==> src/rtl/msc_pkg.sv <==
// package: register map, field encodings and state types of the measurement sequence control
package msc_pkg;
	// register byte offsets
	localparam logic [7:0] OFS_CONFIG = 8'h00;
	localparam logic [7:0] OFS_CMD    = 8'h04;
	localparam logic [7:0] OFS_STATUS = 8'h08;
	localparam logic [7:0] OFS_TRIG   = 8'h0C;
	// config field positions
	localparam int MODE_LSB  = 0;
	localparam int FEED_LSB  = 4;
	localparam int EXTRA_LSB = 8;
	localparam int CONT_BIT  = 12;
	localparam int TRIGEN_BIT = 13;
	// command bits
	localparam int CMD_START_BIT = 0;
	localparam int CMD_ABORT_BIT = 1;
	localparam int CMD_RESET_BIT = 2;
	localparam int CMD_CLRERR_BIT = 3;
	// trigger count register
	localparam logic [7:0] TRIG_COUNT_RST = 8'h01;

	typedef enum logic [2:0] {
		continuous_mean_mode,
		burst_mean_mode,
		slot_mean_mode,
		trace_sweep_mode,
		pulse_analysis_mode,
		tail_distribution_mode,
		density_stats_mode
	} msc_mode_type;

	// measurand codes; meaning depends on mode family
	typedef enum logic [2:0] {
		feed_average,
		feed_peak,
		feed_random,
		feed_trace,
		feed_peak_trace,
		feed_random_trace,
		feed_tail_trace,
		feed_density_trace
	} msc_feed_type;

	typedef enum logic [1:0] {
		extra_none,
		extremes_report,
		random_sample_report
	} msc_extra_type;

	typedef enum logic [1:0] {
		st_idle,
		st_wait_trig,
		st_measuring
	} msc_state_type;

	localparam msc_mode_type  MODE_RST  = continuous_mean_mode;
	localparam msc_feed_type  FEED_RST  = feed_average;
	localparam msc_extra_type EXTRA_RST = extra_none;
endpackage : msc_pkg

==> src/rtl/msc_top.sv <==
// measurement sequence control: APB registers, selectors and trigger state machine
module msc_top (
	input  wire logic        CLK_SYS,
	input  wire logic        RST_N,
	input  wire logic        PSEL,
	input  wire logic        PENABLE,
	input  wire logic        PWRITE,
	input  wire logic [7:0]  PADDR,
	input  wire logic [31:0] PWDATA,
	output logic [31:0]      PRDATA,
	output logic             PREADY,
	output logic             PSLVERR,
	input  wire logic        TRIG_EVENT,
	output logic             MEAS_START,
	input  wire logic        MEAS_DONE,
	output logic             MEAS_ABORT,
	output logic             MEAS_ACTIVE,
	output logic [2:0]       MODE_SEL,
	output logic [2:0]       FEED_SEL,
	output logic [1:0]       EXTRA_SEL,
	output logic             USE_RANDOM,
	output logic             RESULT_READY
);
	// selector and control state
	logic [2:0] mode;
	logic [2:0] feed;
	logic [1:0] extra;
	logic       cont;
	logic       trig_en;
	logic [7:0] trig_count;
	logic [7:0] events_left;
	logic       err;
	logic       result;
	logic       start_q;
	logic       abort_q;
	logic [31:0] rdata;
	msc_pkg::msc_state_type state;

	logic [2:0] next_mode;
	logic [2:0] next_feed;
	logic [1:0] next_extra;
	logic       next_cont;
	logic       next_trig_en;
	logic [7:0] next_trig_count;
	logic [7:0] next_events_left;
	logic       next_err;
	logic       next_result;
	logic       next_start_q;
	logic       next_abort_q;
	logic [31:0] next_rdata;
	msc_pkg::msc_state_type next_state;

	logic       feed_ok;
	logic       extra_ok;
	logic [2:0] w_mode;
	logic [2:0] w_feed;
	logic [1:0] w_extra;

	// apb access phase; zero wait states
	logic acc;
	logic wr;
	logic rd;
	logic cmd_start;
	logic cmd_abort;
	logic cmd_reset;
	logic cmd_clrerr;
	logic cfg_wr;
	logic cont_off;
	logic trig_go;
	logic unmapped;

	assign acc = PSEL && PENABLE;
	assign wr  = acc && PWRITE;
	assign rd  = acc && !PWRITE;
	assign unmapped = (PADDR != msc_pkg::OFS_CONFIG) && (PADDR != msc_pkg::OFS_CMD)
	               && (PADDR != msc_pkg::OFS_STATUS) && (PADDR != msc_pkg::OFS_TRIG);
	assign cfg_wr     = wr && (PADDR == msc_pkg::OFS_CONFIG);
	assign cmd_start  = wr && (PADDR == msc_pkg::OFS_CMD) && PWDATA[msc_pkg::CMD_START_BIT];
	assign cmd_abort  = wr && (PADDR == msc_pkg::OFS_CMD) && PWDATA[msc_pkg::CMD_ABORT_BIT];
	assign cmd_reset  = wr && (PADDR == msc_pkg::OFS_CMD) && PWDATA[msc_pkg::CMD_RESET_BIT];
	assign cmd_clrerr = wr && (PADDR == msc_pkg::OFS_CMD) && PWDATA[msc_pkg::CMD_CLRERR_BIT];
	assign w_mode  = PWDATA[msc_pkg::MODE_LSB +: 3];
	assign w_feed  = PWDATA[msc_pkg::FEED_LSB +: 3];
	assign w_extra = PWDATA[msc_pkg::EXTRA_LSB +: 2];
	assign cont_off = cfg_wr && cont && !PWDATA[msc_pkg::CONT_BIT];
	// without a trigger condition any waiting state proceeds at once
	assign trig_go = !trig_en || TRIG_EVENT;

	// legality of the requested selector triple
	msc_cfg_check msc_cfg_check_i (
		.mode     (w_mode),
		.feed     (w_feed),
		.extra    (w_extra),
		.feed_ok  (feed_ok),
		.extra_ok (extra_ok)
	);

	// configuration registers, error flag and command latches
	always_comb begin
		next_mode        = mode;
		next_feed        = feed;
		next_extra       = extra;
		next_cont        = cont;
		next_trig_en     = trig_en;
		next_trig_count  = trig_count;
		next_err         = err;
		next_start_q     = cmd_start;
		next_abort_q     = cmd_abort;
		if (cmd_clrerr) begin
			next_err = 1'b0;
		end
		if (cfg_wr) begin
			next_cont    = PWDATA[msc_pkg::CONT_BIT];
			next_trig_en = PWDATA[msc_pkg::TRIGEN_BIT];
			// config writes change the selectors only in idle, whole triple at once
			if (state == msc_pkg::st_idle) begin
				if (feed_ok && extra_ok) begin
					next_mode  = w_mode;
					next_feed  = w_feed;
					next_extra = w_extra;
				end else begin
					next_err = 1'b1;
				end
			end
		end
		if (wr && (PADDR == msc_pkg::OFS_TRIG) && (state == msc_pkg::st_idle)) begin
			// a zero count is taken as one, the reset value of the count
			next_trig_count = (PWDATA[7:0] == 8'h00) ? msc_pkg::TRIG_COUNT_RST : PWDATA[7:0];
		end
		if (cmd_reset) begin
			next_mode       = 3'(msc_pkg::MODE_RST);
			next_feed       = 3'(msc_pkg::FEED_RST);
			next_extra      = 2'(msc_pkg::EXTRA_RST);
			next_cont       = 1'b0;
			next_trig_en    = 1'b0;
			next_trig_count = msc_pkg::TRIG_COUNT_RST;
		end
		if (wr && unmapped) begin
			next_err = 1'b1;
		end
	end

	// trigger state machine; start and abort act one cycle after the bus write, reset in the same cycle
	always_comb begin
		next_state       = state;
		next_events_left = events_left;
		next_result      = result;
		// clear only a flag that the read reported, so a completion after the capture is kept
		if (rd && (PADDR == msc_pkg::OFS_STATUS) && rdata[2]) begin
			next_result = 1'b0;
		end
		unique case (state)
			msc_pkg::st_idle: begin
				if (start_q || cont) begin
					next_state = msc_pkg::st_wait_trig;
					next_events_left = trig_count;
				end
			end
			msc_pkg::st_wait_trig: begin
				if (trig_go) begin
					next_state = msc_pkg::st_measuring;
				end
			end
			msc_pkg::st_measuring: begin
				if (MEAS_DONE) begin
					if (events_left > 8'h01) begin
						next_events_left = events_left - 8'h01;
						next_state = msc_pkg::st_wait_trig;
					end else if (cont) begin
						next_events_left = trig_count;
						next_state = msc_pkg::st_wait_trig;
						next_result = 1'b1;
					end else begin
						next_state = msc_pkg::st_idle;
						next_result = 1'b1;
					end
				end
			end
		endcase
		if (abort_q) begin
			next_events_left = trig_count;
			next_state = cont ? msc_pkg::st_wait_trig : msc_pkg::st_idle;
		end
		if (cont_off || cmd_reset) begin
			next_state = msc_pkg::st_idle;
		end
	end

	// read mux, reserved bits zero; captured in the setup cycle so data stands in the zero-wait access phase
	always_comb begin
		next_rdata = 32'h0000_0000;
		if (PSEL && !PENABLE && !PWRITE) begin
			unique case (PADDR)
				msc_pkg::OFS_CONFIG: begin
					next_rdata[msc_pkg::MODE_LSB +: 3]  = mode;
					next_rdata[msc_pkg::FEED_LSB +: 3]  = feed;
					next_rdata[msc_pkg::EXTRA_LSB +: 2] = extra;
					next_rdata[msc_pkg::CONT_BIT]       = cont;
					next_rdata[msc_pkg::TRIGEN_BIT]     = trig_en;
				end
				msc_pkg::OFS_STATUS: begin
					next_rdata[1:0]  = 2'(state);
					next_rdata[2]    = result;
					next_rdata[3]    = err;
					next_rdata[15:8] = events_left;
				end
				msc_pkg::OFS_TRIG: begin
					next_rdata[7:0] = trig_count;
				end
				default: begin
					next_rdata = 32'h0000_0000;
				end
			endcase
		end else begin
			next_rdata = rdata;
		end
	end

	// all state registers; reset gives idle with default selectors
	always_ff @(posedge CLK_SYS or negedge RST_N) begin
		if (!RST_N) begin
			mode        <= 3'(msc_pkg::MODE_RST);
			feed        <= 3'(msc_pkg::FEED_RST);
			extra       <= 2'(msc_pkg::EXTRA_RST);
			cont        <= 1'b0;
			trig_en     <= 1'b0;
			trig_count  <= msc_pkg::TRIG_COUNT_RST;
			events_left <= 8'h00;
			err         <= 1'b0;
			result      <= 1'b0;
			start_q     <= 1'b0;
			abort_q     <= 1'b0;
			rdata       <= 32'h0000_0000;
			state       <= msc_pkg::st_idle;
		end else begin
			mode        <= next_mode;
			feed        <= next_feed;
			extra       <= next_extra;
			cont        <= next_cont;
			trig_en     <= next_trig_en;
			trig_count  <= next_trig_count;
			events_left <= next_events_left;
			err         <= next_err;
			result      <= next_result;
			start_q     <= next_start_q;
			abort_q     <= next_abort_q;
			rdata       <= next_rdata;
			state       <= next_state;
		end
	end

	assign PREADY       = 1'b1;
	assign PSLVERR      = acc && unmapped;
	assign PRDATA       = rdata;
	assign MEAS_START   = (state == msc_pkg::st_wait_trig) && (next_state == msc_pkg::st_measuring);
	assign MEAS_ABORT   = (state == msc_pkg::st_measuring) && abort_q;
	assign MEAS_ACTIVE  = (state == msc_pkg::st_measuring);
	assign MODE_SEL     = mode;
	assign FEED_SEL     = feed;
	assign EXTRA_SEL    = extra;
	// evaluations run on random samples instead of averages
	assign USE_RANDOM   = (extra == 2'(msc_pkg::random_sample_report));
	assign RESULT_READY = result;

	// sequencing checks on the state machine and the selector registers
	AST_ABORT_SINGLE: assert property (@(posedge CLK_SYS) disable iff (!RST_N)
		abort_q && !cont |=> (state == msc_pkg::st_idle))
		else $error("abort in a single run did not end in idle");
	AST_ABORT_CONT: assert property (@(posedge CLK_SYS) disable iff (!RST_N)
		abort_q && cont && !cont_off && !cmd_reset |=> (state == msc_pkg::st_wait_trig))
		else $error("abort in a continuous run did not return to waiting");
	AST_START_WAITS: assert property (@(posedge CLK_SYS) disable iff (!RST_N)
		(state == msc_pkg::st_idle) && start_q && !abort_q && !cont_off && !cmd_reset
		|=> (state == msc_pkg::st_wait_trig))
		else $error("start did not lead from idle to waiting");
	AST_FREE_RUN: assert property (@(posedge CLK_SYS) disable iff (!RST_N)
		(state == msc_pkg::st_wait_trig) && !trig_en && !abort_q && !cont_off && !cmd_reset
		|-> MEAS_START)
		else $error("waiting without trigger condition did not start measuring");
	AST_SINGLE_DONE: assert property (@(posedge CLK_SYS) disable iff (!RST_N)
		(state == msc_pkg::st_measuring) && MEAS_DONE && (events_left <= 8'h01) && !cont
		&& !abort_q && !cmd_reset |=> (state == msc_pkg::st_idle) && result)
		else $error("completed single run did not flag a result and go idle");
	AST_CONT_DONE: assert property (@(posedge CLK_SYS) disable iff (!RST_N)
		(state == msc_pkg::st_measuring) && MEAS_DONE && (events_left <= 8'h01) && cont
		&& !abort_q && !cont_off && !cmd_reset |=> (state == msc_pkg::st_wait_trig) && result)
		else $error("completed continuous run did not return to waiting");
	AST_SEL_LOCK: assert property (@(posedge CLK_SYS) disable iff (!RST_N)
		(state != msc_pkg::st_idle) && !cmd_reset |=> $stable(mode) && $stable(feed) && $stable(extra))
		else $error("selector changed outside idle");
	AST_NO_SLOT_RANDOM: assert property (@(posedge CLK_SYS) disable iff (!RST_N)
		!((mode == 3'(msc_pkg::slot_mean_mode)) && (extra == 2'(msc_pkg::random_sample_report))))
		else $error("random samples selected in timeslot mode");
endmodule // msc_top

==> src/rtl/msc_cfg_check.sv <==
// selector legality check: which measurand and extra value each mode accepts
module msc_cfg_check (
	input  wire logic [2:0] mode,
	input  wire logic [2:0] feed,
	input  wire logic [1:0] extra,
	output logic            feed_ok,
	output logic            extra_ok
);
	// measurand table per mode family
	always_comb begin
		feed_ok = 1'b0;
		unique case (mode)
			3'(msc_pkg::continuous_mean_mode), 3'(msc_pkg::burst_mean_mode), 3'(msc_pkg::slot_mean_mode): begin
				feed_ok = (feed == 3'(msc_pkg::feed_average)) || (feed == 3'(msc_pkg::feed_peak))
				       || (feed == 3'(msc_pkg::feed_random));
			end
			3'(msc_pkg::trace_sweep_mode): begin
				feed_ok = (feed == 3'(msc_pkg::feed_trace)) || (feed == 3'(msc_pkg::feed_peak_trace))
				       || (feed == 3'(msc_pkg::feed_random_trace));
			end
			3'(msc_pkg::pulse_analysis_mode): begin
				// pulse analysis has no own feed list; it keeps the scalar average
				feed_ok = (feed == 3'(msc_pkg::feed_average));
			end
			3'(msc_pkg::tail_distribution_mode): begin
				feed_ok = (feed == 3'(msc_pkg::feed_tail_trace));
			end
			3'(msc_pkg::density_stats_mode): begin
				feed_ok = (feed == 3'(msc_pkg::feed_density_trace));
			end
			default: begin
				feed_ok = 1'b0;
			end
		endcase
	end

	// random samples are not offered in timeslot mode; code 3 is illegal
	assign extra_ok = (extra != 2'd3)
	               && !((extra == 2'(msc_pkg::random_sample_report))
	                    && (mode == 3'(msc_pkg::slot_mean_mode)));
endmodule // msc_cfg_check

==> config.mk <==
export PLATFORM = sky130hd
export DESIGN_NAME = msc_top
export DESIGN_NICKNAME = d
export VERILOG_FILES = /design/src/rtl/msc_pkg.sv /design/src/rtl/msc_top.sv /design/src/rtl/msc_cfg_check.sv
export SDC_FILE = /design/constraint.sdc
export NUM_CORES = 1
export LEC_CHECK = 0
export BUFFER_PORTS_ARGS = -buffer_cell sky130_fd_sc_hd__buf_2
export CAP_MARGIN = 15
export CORE_MARGIN = 5
export CORE_UTILIZATION = 45
export CTS_CLUSTER_DIAMETER = 150
export CTS_CLUSTER_SIZE = 16
export DETAILED_ROUTE_END_ITERATION = 6
export PLACE_DENSITY_LB_ADDON = 0.1
export RECOVER_POWER = 25
export SLEW_MARGIN = 20
export SYNTH_ARGS = -nofsm -noshare
export SYNTH_HDL_FRONTEND = slang
export SYNTH_SLANG_ARGS = --single-unit
==> constraint.sdc <==
create_clock -name CLK_SYS -period 3 [get_ports CLK_SYS]
set_input_delay 0.75 -clock CLK_SYS [delete_from_list [all_inputs] [get_ports CLK_SYS]]
set_output_delay 0.75 -clock CLK_SYS [all_outputs]
set_load 0.01 [all_outputs]
==> results of run 1 <==
routing by layer:
metal | vias to the layer above | wire length [um] | part of all wire | GRT usage
met3 | 2 | 322 | 0.046 | 0.0295
li1 | 1188 | - | - | -
met4 | 0 | 29 | 0.0041 | 0.0406
met2 | 55 | 3390 | 0.48 | 0.303
met1 | 1176 | 3320 | 0.47 | 0.277
met5 | - | 0 | 0 | 0
power groups by stage:
stage          Combinational [mW]  Sequential (mW)  Clock [mW]
2_1_floorplan               0.434            0.807           0
3_3_place_gp                0.607            0.808           0
3_5_place_dp                0.618            0.813           0
4_1_cts                     0.638            0.800       0.418
5_1_grt                     0.727            0.815       0.446
6_report                    0.647            0.801       0.408
synthesized netlist by cell type (all sizes together), types with 2 or more instances:
cell,count,share of area
nor4,6,0.019
nand2,44,0.058
a22o,5,0.015
conb,2,0.0027
o31ai,2,0.0053
and3,5,0.012
o21ai,16,0.028
nor2b,5,0.011
a22oi,4,0.011
a221oi,9,0.028
inv,14,0.019
dfrtp,47,0.42
a21oi,6,0.011
or3b,2,0.0062
o41ai,2,0.0062
nor3b,5,0.017
mux2i,17,0.060
a21o,2,0.0053
and3b,2,0.0062
or4,4,0.012
nor2,31,0.041
o21a,2,0.0053
or3,2,0.0049
nand2b,2,0.0044
clkbuf,10,0.013
buf,20,0.052
o311ai,2,0.0062
or2,2,0.0044
a211oi,2,0.0097
o211ai,3,0.0080
nand3,12,0.026
nand4,2,0.0066
ha,5,0.022
nor3,5,0.011
registers in the layout, summed over array words and instances, names as in the netlist:
register      cells
err               1
events_left       8
start_q           1
MODE_SEL          3
PRDATA           16
trig_count        8
RESULT_READY      1
FEED_SEL          3
trig_en           1
cont              1
state             2
abort_q           1
EXTRA_SEL         2
area by class of cell:
| class | count | area (um^2) |
|---|---|---|
| multi-input cells | 232 | 1490 |
| clock buffers | 6 | 82.6 |
| inverters | 14 | 52.6 |
| repair buffers | 68 | 373 |
| clock inverters | 2 | 15.0 |
| flip-flops and latches | 48 | 1200 |
| well taps | 75 | 93.8 |
| fillers | 603 | 2720 |
logic make-up after synthesis:
logic type                 share of synthesized area
muxes                                         0.0641
and+or+nand+nor                                0.246
AOI/OAI and AO/OA                              0.156
buffers and inverters                         0.0840
adders and majority gates                     0.0221
DFF                                            0.425
other                                        0.00265
worst min path at each step:
stage / start / to / slack (ns) / cells past startpoint
after floorplan: RST_N / EXTRA_SEL[0]$_DFFE_PN0P_ / 0.45 / 0
after global placement: PRDATA[15]$_DFFE_PN0P_ / PRDATA[15]$_DFFE_PN0P_ / 0.45 / 2
after detailed placement: PRDATA[10]$_DFFE_PN0P_ / PRDATA[10]$_DFFE_PN0P_ / 0.45 / 2
after CTS: RST_N / PRDATA[3]$_DFFE_PN0P_ / 0.40 / 1
after global routing: PRDATA[10]$_DFFE_PN0P_ / PRDATA[10]$_DFFE_PN0P_ / 0.51 / 2
final: PRDATA[10]$_DFFE_PN0P_ / PRDATA[10]$_DFFE_PN0P_ / 0.47 / 2
critical path, stage by stage:
cell,delay (ns)
buf_6,0.09
or4_4,0.52
or3_4,0.36
nor4_4,0.17
a211oi_2,0.06
and3b_1,0.18
buf_2,0.13
repair_timing:
action	in CTS	in global routing
endpoints found under the hold margin	0	0
pin swaps	1	0
endpoints found under the setup margin	1	1
resized for setup	4	1
per-stage QoR:
step | hold slack, ns | setup slack (ns)
finish | 0.469 | -0.0136
global route | 0.507 | -0.0864
CTS | 0.398 | -0.0236
detailed placement | 0.455 | -0.188
global placement | 0.448 | -0.147
floorplan | 0.454 | 0.0118
==> impl_results.md, run 1 <==
* Hold Vio Cnt, Final at 0
* N_diodes at 0
* End of the critical path: MEAS_START
* Critical path capture point type: output port
* Setup CP Type: in2out
* Max-cap violations at 0
* Setup repair bufs after CTS at 0
* Reg-to-reg setup timing slack at 0.91 ns
* Most used DFF post-synth: dfrtp_1
* GRT Util Overall at 0.191
* Placed Cells at 437
* Final Slew Violations at 0
* Slew @ Worst Pin at 1.10 ns
* Worst r2r src: events_left[0]$_DFFE_PN0P_
* Worst Clk Skew at 0.0105 ns
* Layout cells sized above 1 at 0.270
* Placed Area at 3180 um^2
* Syn avg cell area at 9.16 um^2
* Hpwl dp at 5460 um
* Final setup vio count at 1
* FF+latch count, synth at 48
* Clk_lat worst skew at about 0.3 ns
* Core box area at between 6000 and 7000 um^2
* FF-to-FF path depth at 8
* Clock power frac at 0.220
* TritonCTS Sinks at 48
* # DRC at 0
* Number of synthesized flops with an enable pin at 0
* Setup TNS at -0.0136 ns
* Synthesized instance count at between 300 and 400
* DR pass1 iterations at 4
* Worst EP arrival at 2.26 ns
* Failing checks: negative setup slack
* Critical R2R Capture: events_left[3]$_DFFE_PN0P_
* # rows at 28
* Fin crit period at 3.01 ns
* Cts hold-fix bufs at 0
* ANT nets after route at 0
* Root Buffer: clkbuf_8
* Gate power share at 0.349
* Cell area after synthesis at 2830 um^2
* Clock slew at reported path FFs at 0.10 ns
* Post-DR vias/cell at 5.44
* Ys async rst share at 1.00
* Crit path launch type: primary input
* Height of the die at 89.3 um
* H-tree levels at 2
* Final net count at 421
* HP Class: reg2reg
* Synth warn at 0
* Antenna violations before repair at 0
* Sequential group share of total power at 0.432
* Status: finished with violations
* Maximum clock insertion buffer count at 2
* Via count at 2421
* WL/cell at 15.9 um
* RSZ-0062 raised after global routing: yes
* Int Power at roughly 1.2 mW
* Port Buffers at 56
* Commonest cells after routing, fill and taps aside: buf_2 (54), dfrtp_1 (47), nand2_1 (44), nor2_1 (31)
* Maximum number of pins on one net before global-route repair at 31
* Crit Path Max Fanout at 2
* Final period utilization at 1.00
* CTS tree: done
* Area Overhead vs Synth at 16.8%
* Initial core utilization at 0.470
* Fmax at 0.332 GHz
* GRT overflow at 0
* Vias in the first global route at 2300
* Die W at 89.3 um
* Final non-filler cell area at about 3300 um^2
* Net Switching at 0.672 mW
* Sequential fraction of the synthesis area at 0.425
* PD cells at around 560 nW/um^2
* Cts bufs inserted at 5
* IO Pins at 94
* First-pass GRT wire length at between 10000 and 15000 um
* Die area at about 8000 um^2
* Final cell count without fillers at 445
* Sw Share at 0.362
* Final core area utilization at 0.549
* Yosys cell types at 58
* Drt total wl at 7060 um
* Worst IR Drop VDD at 238 uV
* Post-route setup slack at -0.0136 ns
* Design Power at 1.86 mW
* Critical path launch point: PADDR[1]
* Max-Slew Margin vs Limit at 0.266
* Most common cell after layout, fill and taps aside: buf_2
* Required @ worst endpoint at 2.25 ns
* Iter 0 DRT Violations at between 150 and 200
* Static Leak at 1.65 nW
* GPL Wtd Cong at 0.788
Note: power is estimated with default switching activity, not from simulation.
==> run 2, diff against run 1 <==
--- a/config.mk
+++ b/config.mk
@@ -9,6 +9,7 @@
 export CAP_MARGIN = 15
 export CORE_MARGIN = 5
 export CORE_UTILIZATION = 45
+export CTS_BUF_LIST = sky130_fd_sc_hd__clkbuf_16
 export CTS_CLUSTER_DIAMETER = 150
 export CTS_CLUSTER_SIZE = 16
 export DETAILED_ROUTE_END_ITERATION = 6
==> impl_results.md, run 2 (same netlist as run 1, synthesis figures left out) <==
* Final period utilization at 1.00
* Clock slew at reported path FFs at 0.07 ns
* Setup CP Type: in2out
* Placed Cells at between 400 and 500
* Post-route setup slack at -0.0133 ns
* Drt total wl at 7100 um
* Worst EP arrival at 2.26 ns
* TritonCTS Sinks at 48
* Status: finished with violations
* Final setup vio count at 1
* First-pass GRT wire length at 11800 um
* Placed Area at 3180 um^2
* Design Power at around 2 mW
* Cts bufs inserted at 5
* Worst IR Drop VDD at between 200 and 300 uV
* Pre-CTS WS at -0.188 ns
* Wl on met1 at 3290 um
* Crit path launch type: primary input
* Antenna violations before repair at 0
* N_diodes at 0
* Setup TNS at -0.0133 ns
* IO Pins at 94
* DR pass1 iterations at 4
* Final net count at 421
* RSZ-0062 raised after global routing: yes
* Failing checks: negative setup slack
* Hpwl dp at 5460 um
* Die area at 7980 um^2
* Required @ worst endpoint at 2.25 ns
* Worst path max stage delay at around 0.52 ns
* Maximum clock insertion buffer count at 2
* Top layer in use: met4
* Vias in the first global route at 2303
* Final core area utilization at 0.556
* WL/cell at 16.0 um
* Hold Vio Cnt, Final at 0
* ANT nets after route at 0
* Met3 WL at roughly 330 um
* Crit Path Max Fanout at 2
* Initial core utilization at 0.470
* Final Slew Violations at 0
* Most common cell after layout, fill and taps aside: buf_2
* Core box area at 6030 um^2
* Max-cap violations at 0
* CP Cell Sequence: buf_6 -> or4_4 -> or3_4 -> nor4_4 -> a211oi_2 -> and3b_1 -> buf_2
* GRT overflow at 0
* Root Buffer: clkbuf_16
* Layout cells sized above 1 at 0.268
* Iter 0 DRT Violations at 141
* Via count at ~2400
* PD cells at 595 nW/um^2
* Final cell count without fillers at 445
* # DRC at 0
* Fmax at 0.332 GHz
* Die W at 89.3 um
* Slowest-stage cell, CP: or4_4
* Post-DR vias/cell at between 5 and 6
* Maximum number of pins on one net before global-route repair at 31
* Height of the die at 89.3 um
* Max reg flops at 16
* Area Overhead vs Synth at 18.5%
* Final non-filler cell area at 3350 um^2
* Met2 WL at 3440 um
* Commonest cells after routing, fill and taps aside: buf_2 (54), dfrtp_1 (47), nand2_1 (44), nor2_1 (31)
* Port Buffers at 56
* Setup repair bufs after CTS at 0
* Fin crit period at 3.01 ns
* Clk_lat worst skew at 0.29 ns
* GPL Wtd Cong at ~0.79
* # rows at 28
* HP Class: reg2reg
* Max-Slew Margin vs Limit at 0.267
* CTS tree: done
* GRT Util Overall at 0.191
* Slew @ Worst Pin at 1.10 ns
* Fin Hold WS at about 0.46 ns
* H-tree levels at 2
* Static Leak at 1.67 nW
* Critical path capture point type: output port
* Worst Clk Skew at about 0.0064 ns
[run 2: cell type report]
cell class | instances | area, um^2
clock buffers | 5 | 125
flip-flops and latches | 48 | 1200
multi-input cells | 232 | 1490
fillers | 597 | 2670
well taps | 75 | 93.8
inverters | 14 | 52.6
clock inverters | 3 | 18.8
repair buffers | 68 | 373
[run 2: power breakdown]
part | total, mW | internal, mW | switching [mW] | leakage (nW)
Clock | 0.544 | 0.306 | 0.238 | 0.0635
Sequential | 0.803 | 0.724 | 0.0794 | 0.635
Combinational | 0.647 | 0.275 | 0.372 | 0.976
[run 2: final timing paths]
path | startpoint | to | slack [ns] | cells after the start
setup / recovery | PADDR[1] | MEAS_START | -0.01 | 7
hold / removal | PRDATA[10]$_DFFE_PN0P_ | PRDATA[10]$_DFFE_PN0P_ | 0.46 | 2
setup reg to reg | events_left[0]$_DFFE_PN0P_ | events_left[3]$_DFFE_PN0P_ | 0.91 | 8
hold reg to reg | PRDATA[10]$_DFFE_PN0P_ | PRDATA[10]$_DFFE_PN0P_ | 0.46 | 2
max in group asynchronous | RST_N | trig_count[6]$_DFFE_PN0P_ | 1.06 | 2
min in group asynchronous | RST_N | PRDATA[3]$_DFFE_PN0P_ | 0.65 | 1
[run 2: what timing repair did]
action	4_1_cts	5_1_grt
gates resized for setup	4	1
hold buffers	0	0
endpoints found under the setup margin	1	1
pin swaps	1	0
[run 2: metal layers]
layer  GRT usage  vias to the layer above
met5           0                        -
met4      0.0325                        0
met3      0.0295                        7
met2       0.299                       54
met1       0.283                     1178
li1            -                     1191
[run 2: critical path, delay by kind of cell]
family / cells / cell delay (ns)
buffers and inverters: 2 / 0.22
AOI/OAI and AO/OA: 1 / 0.06
and+or+nand+nor: 4 / 1.23
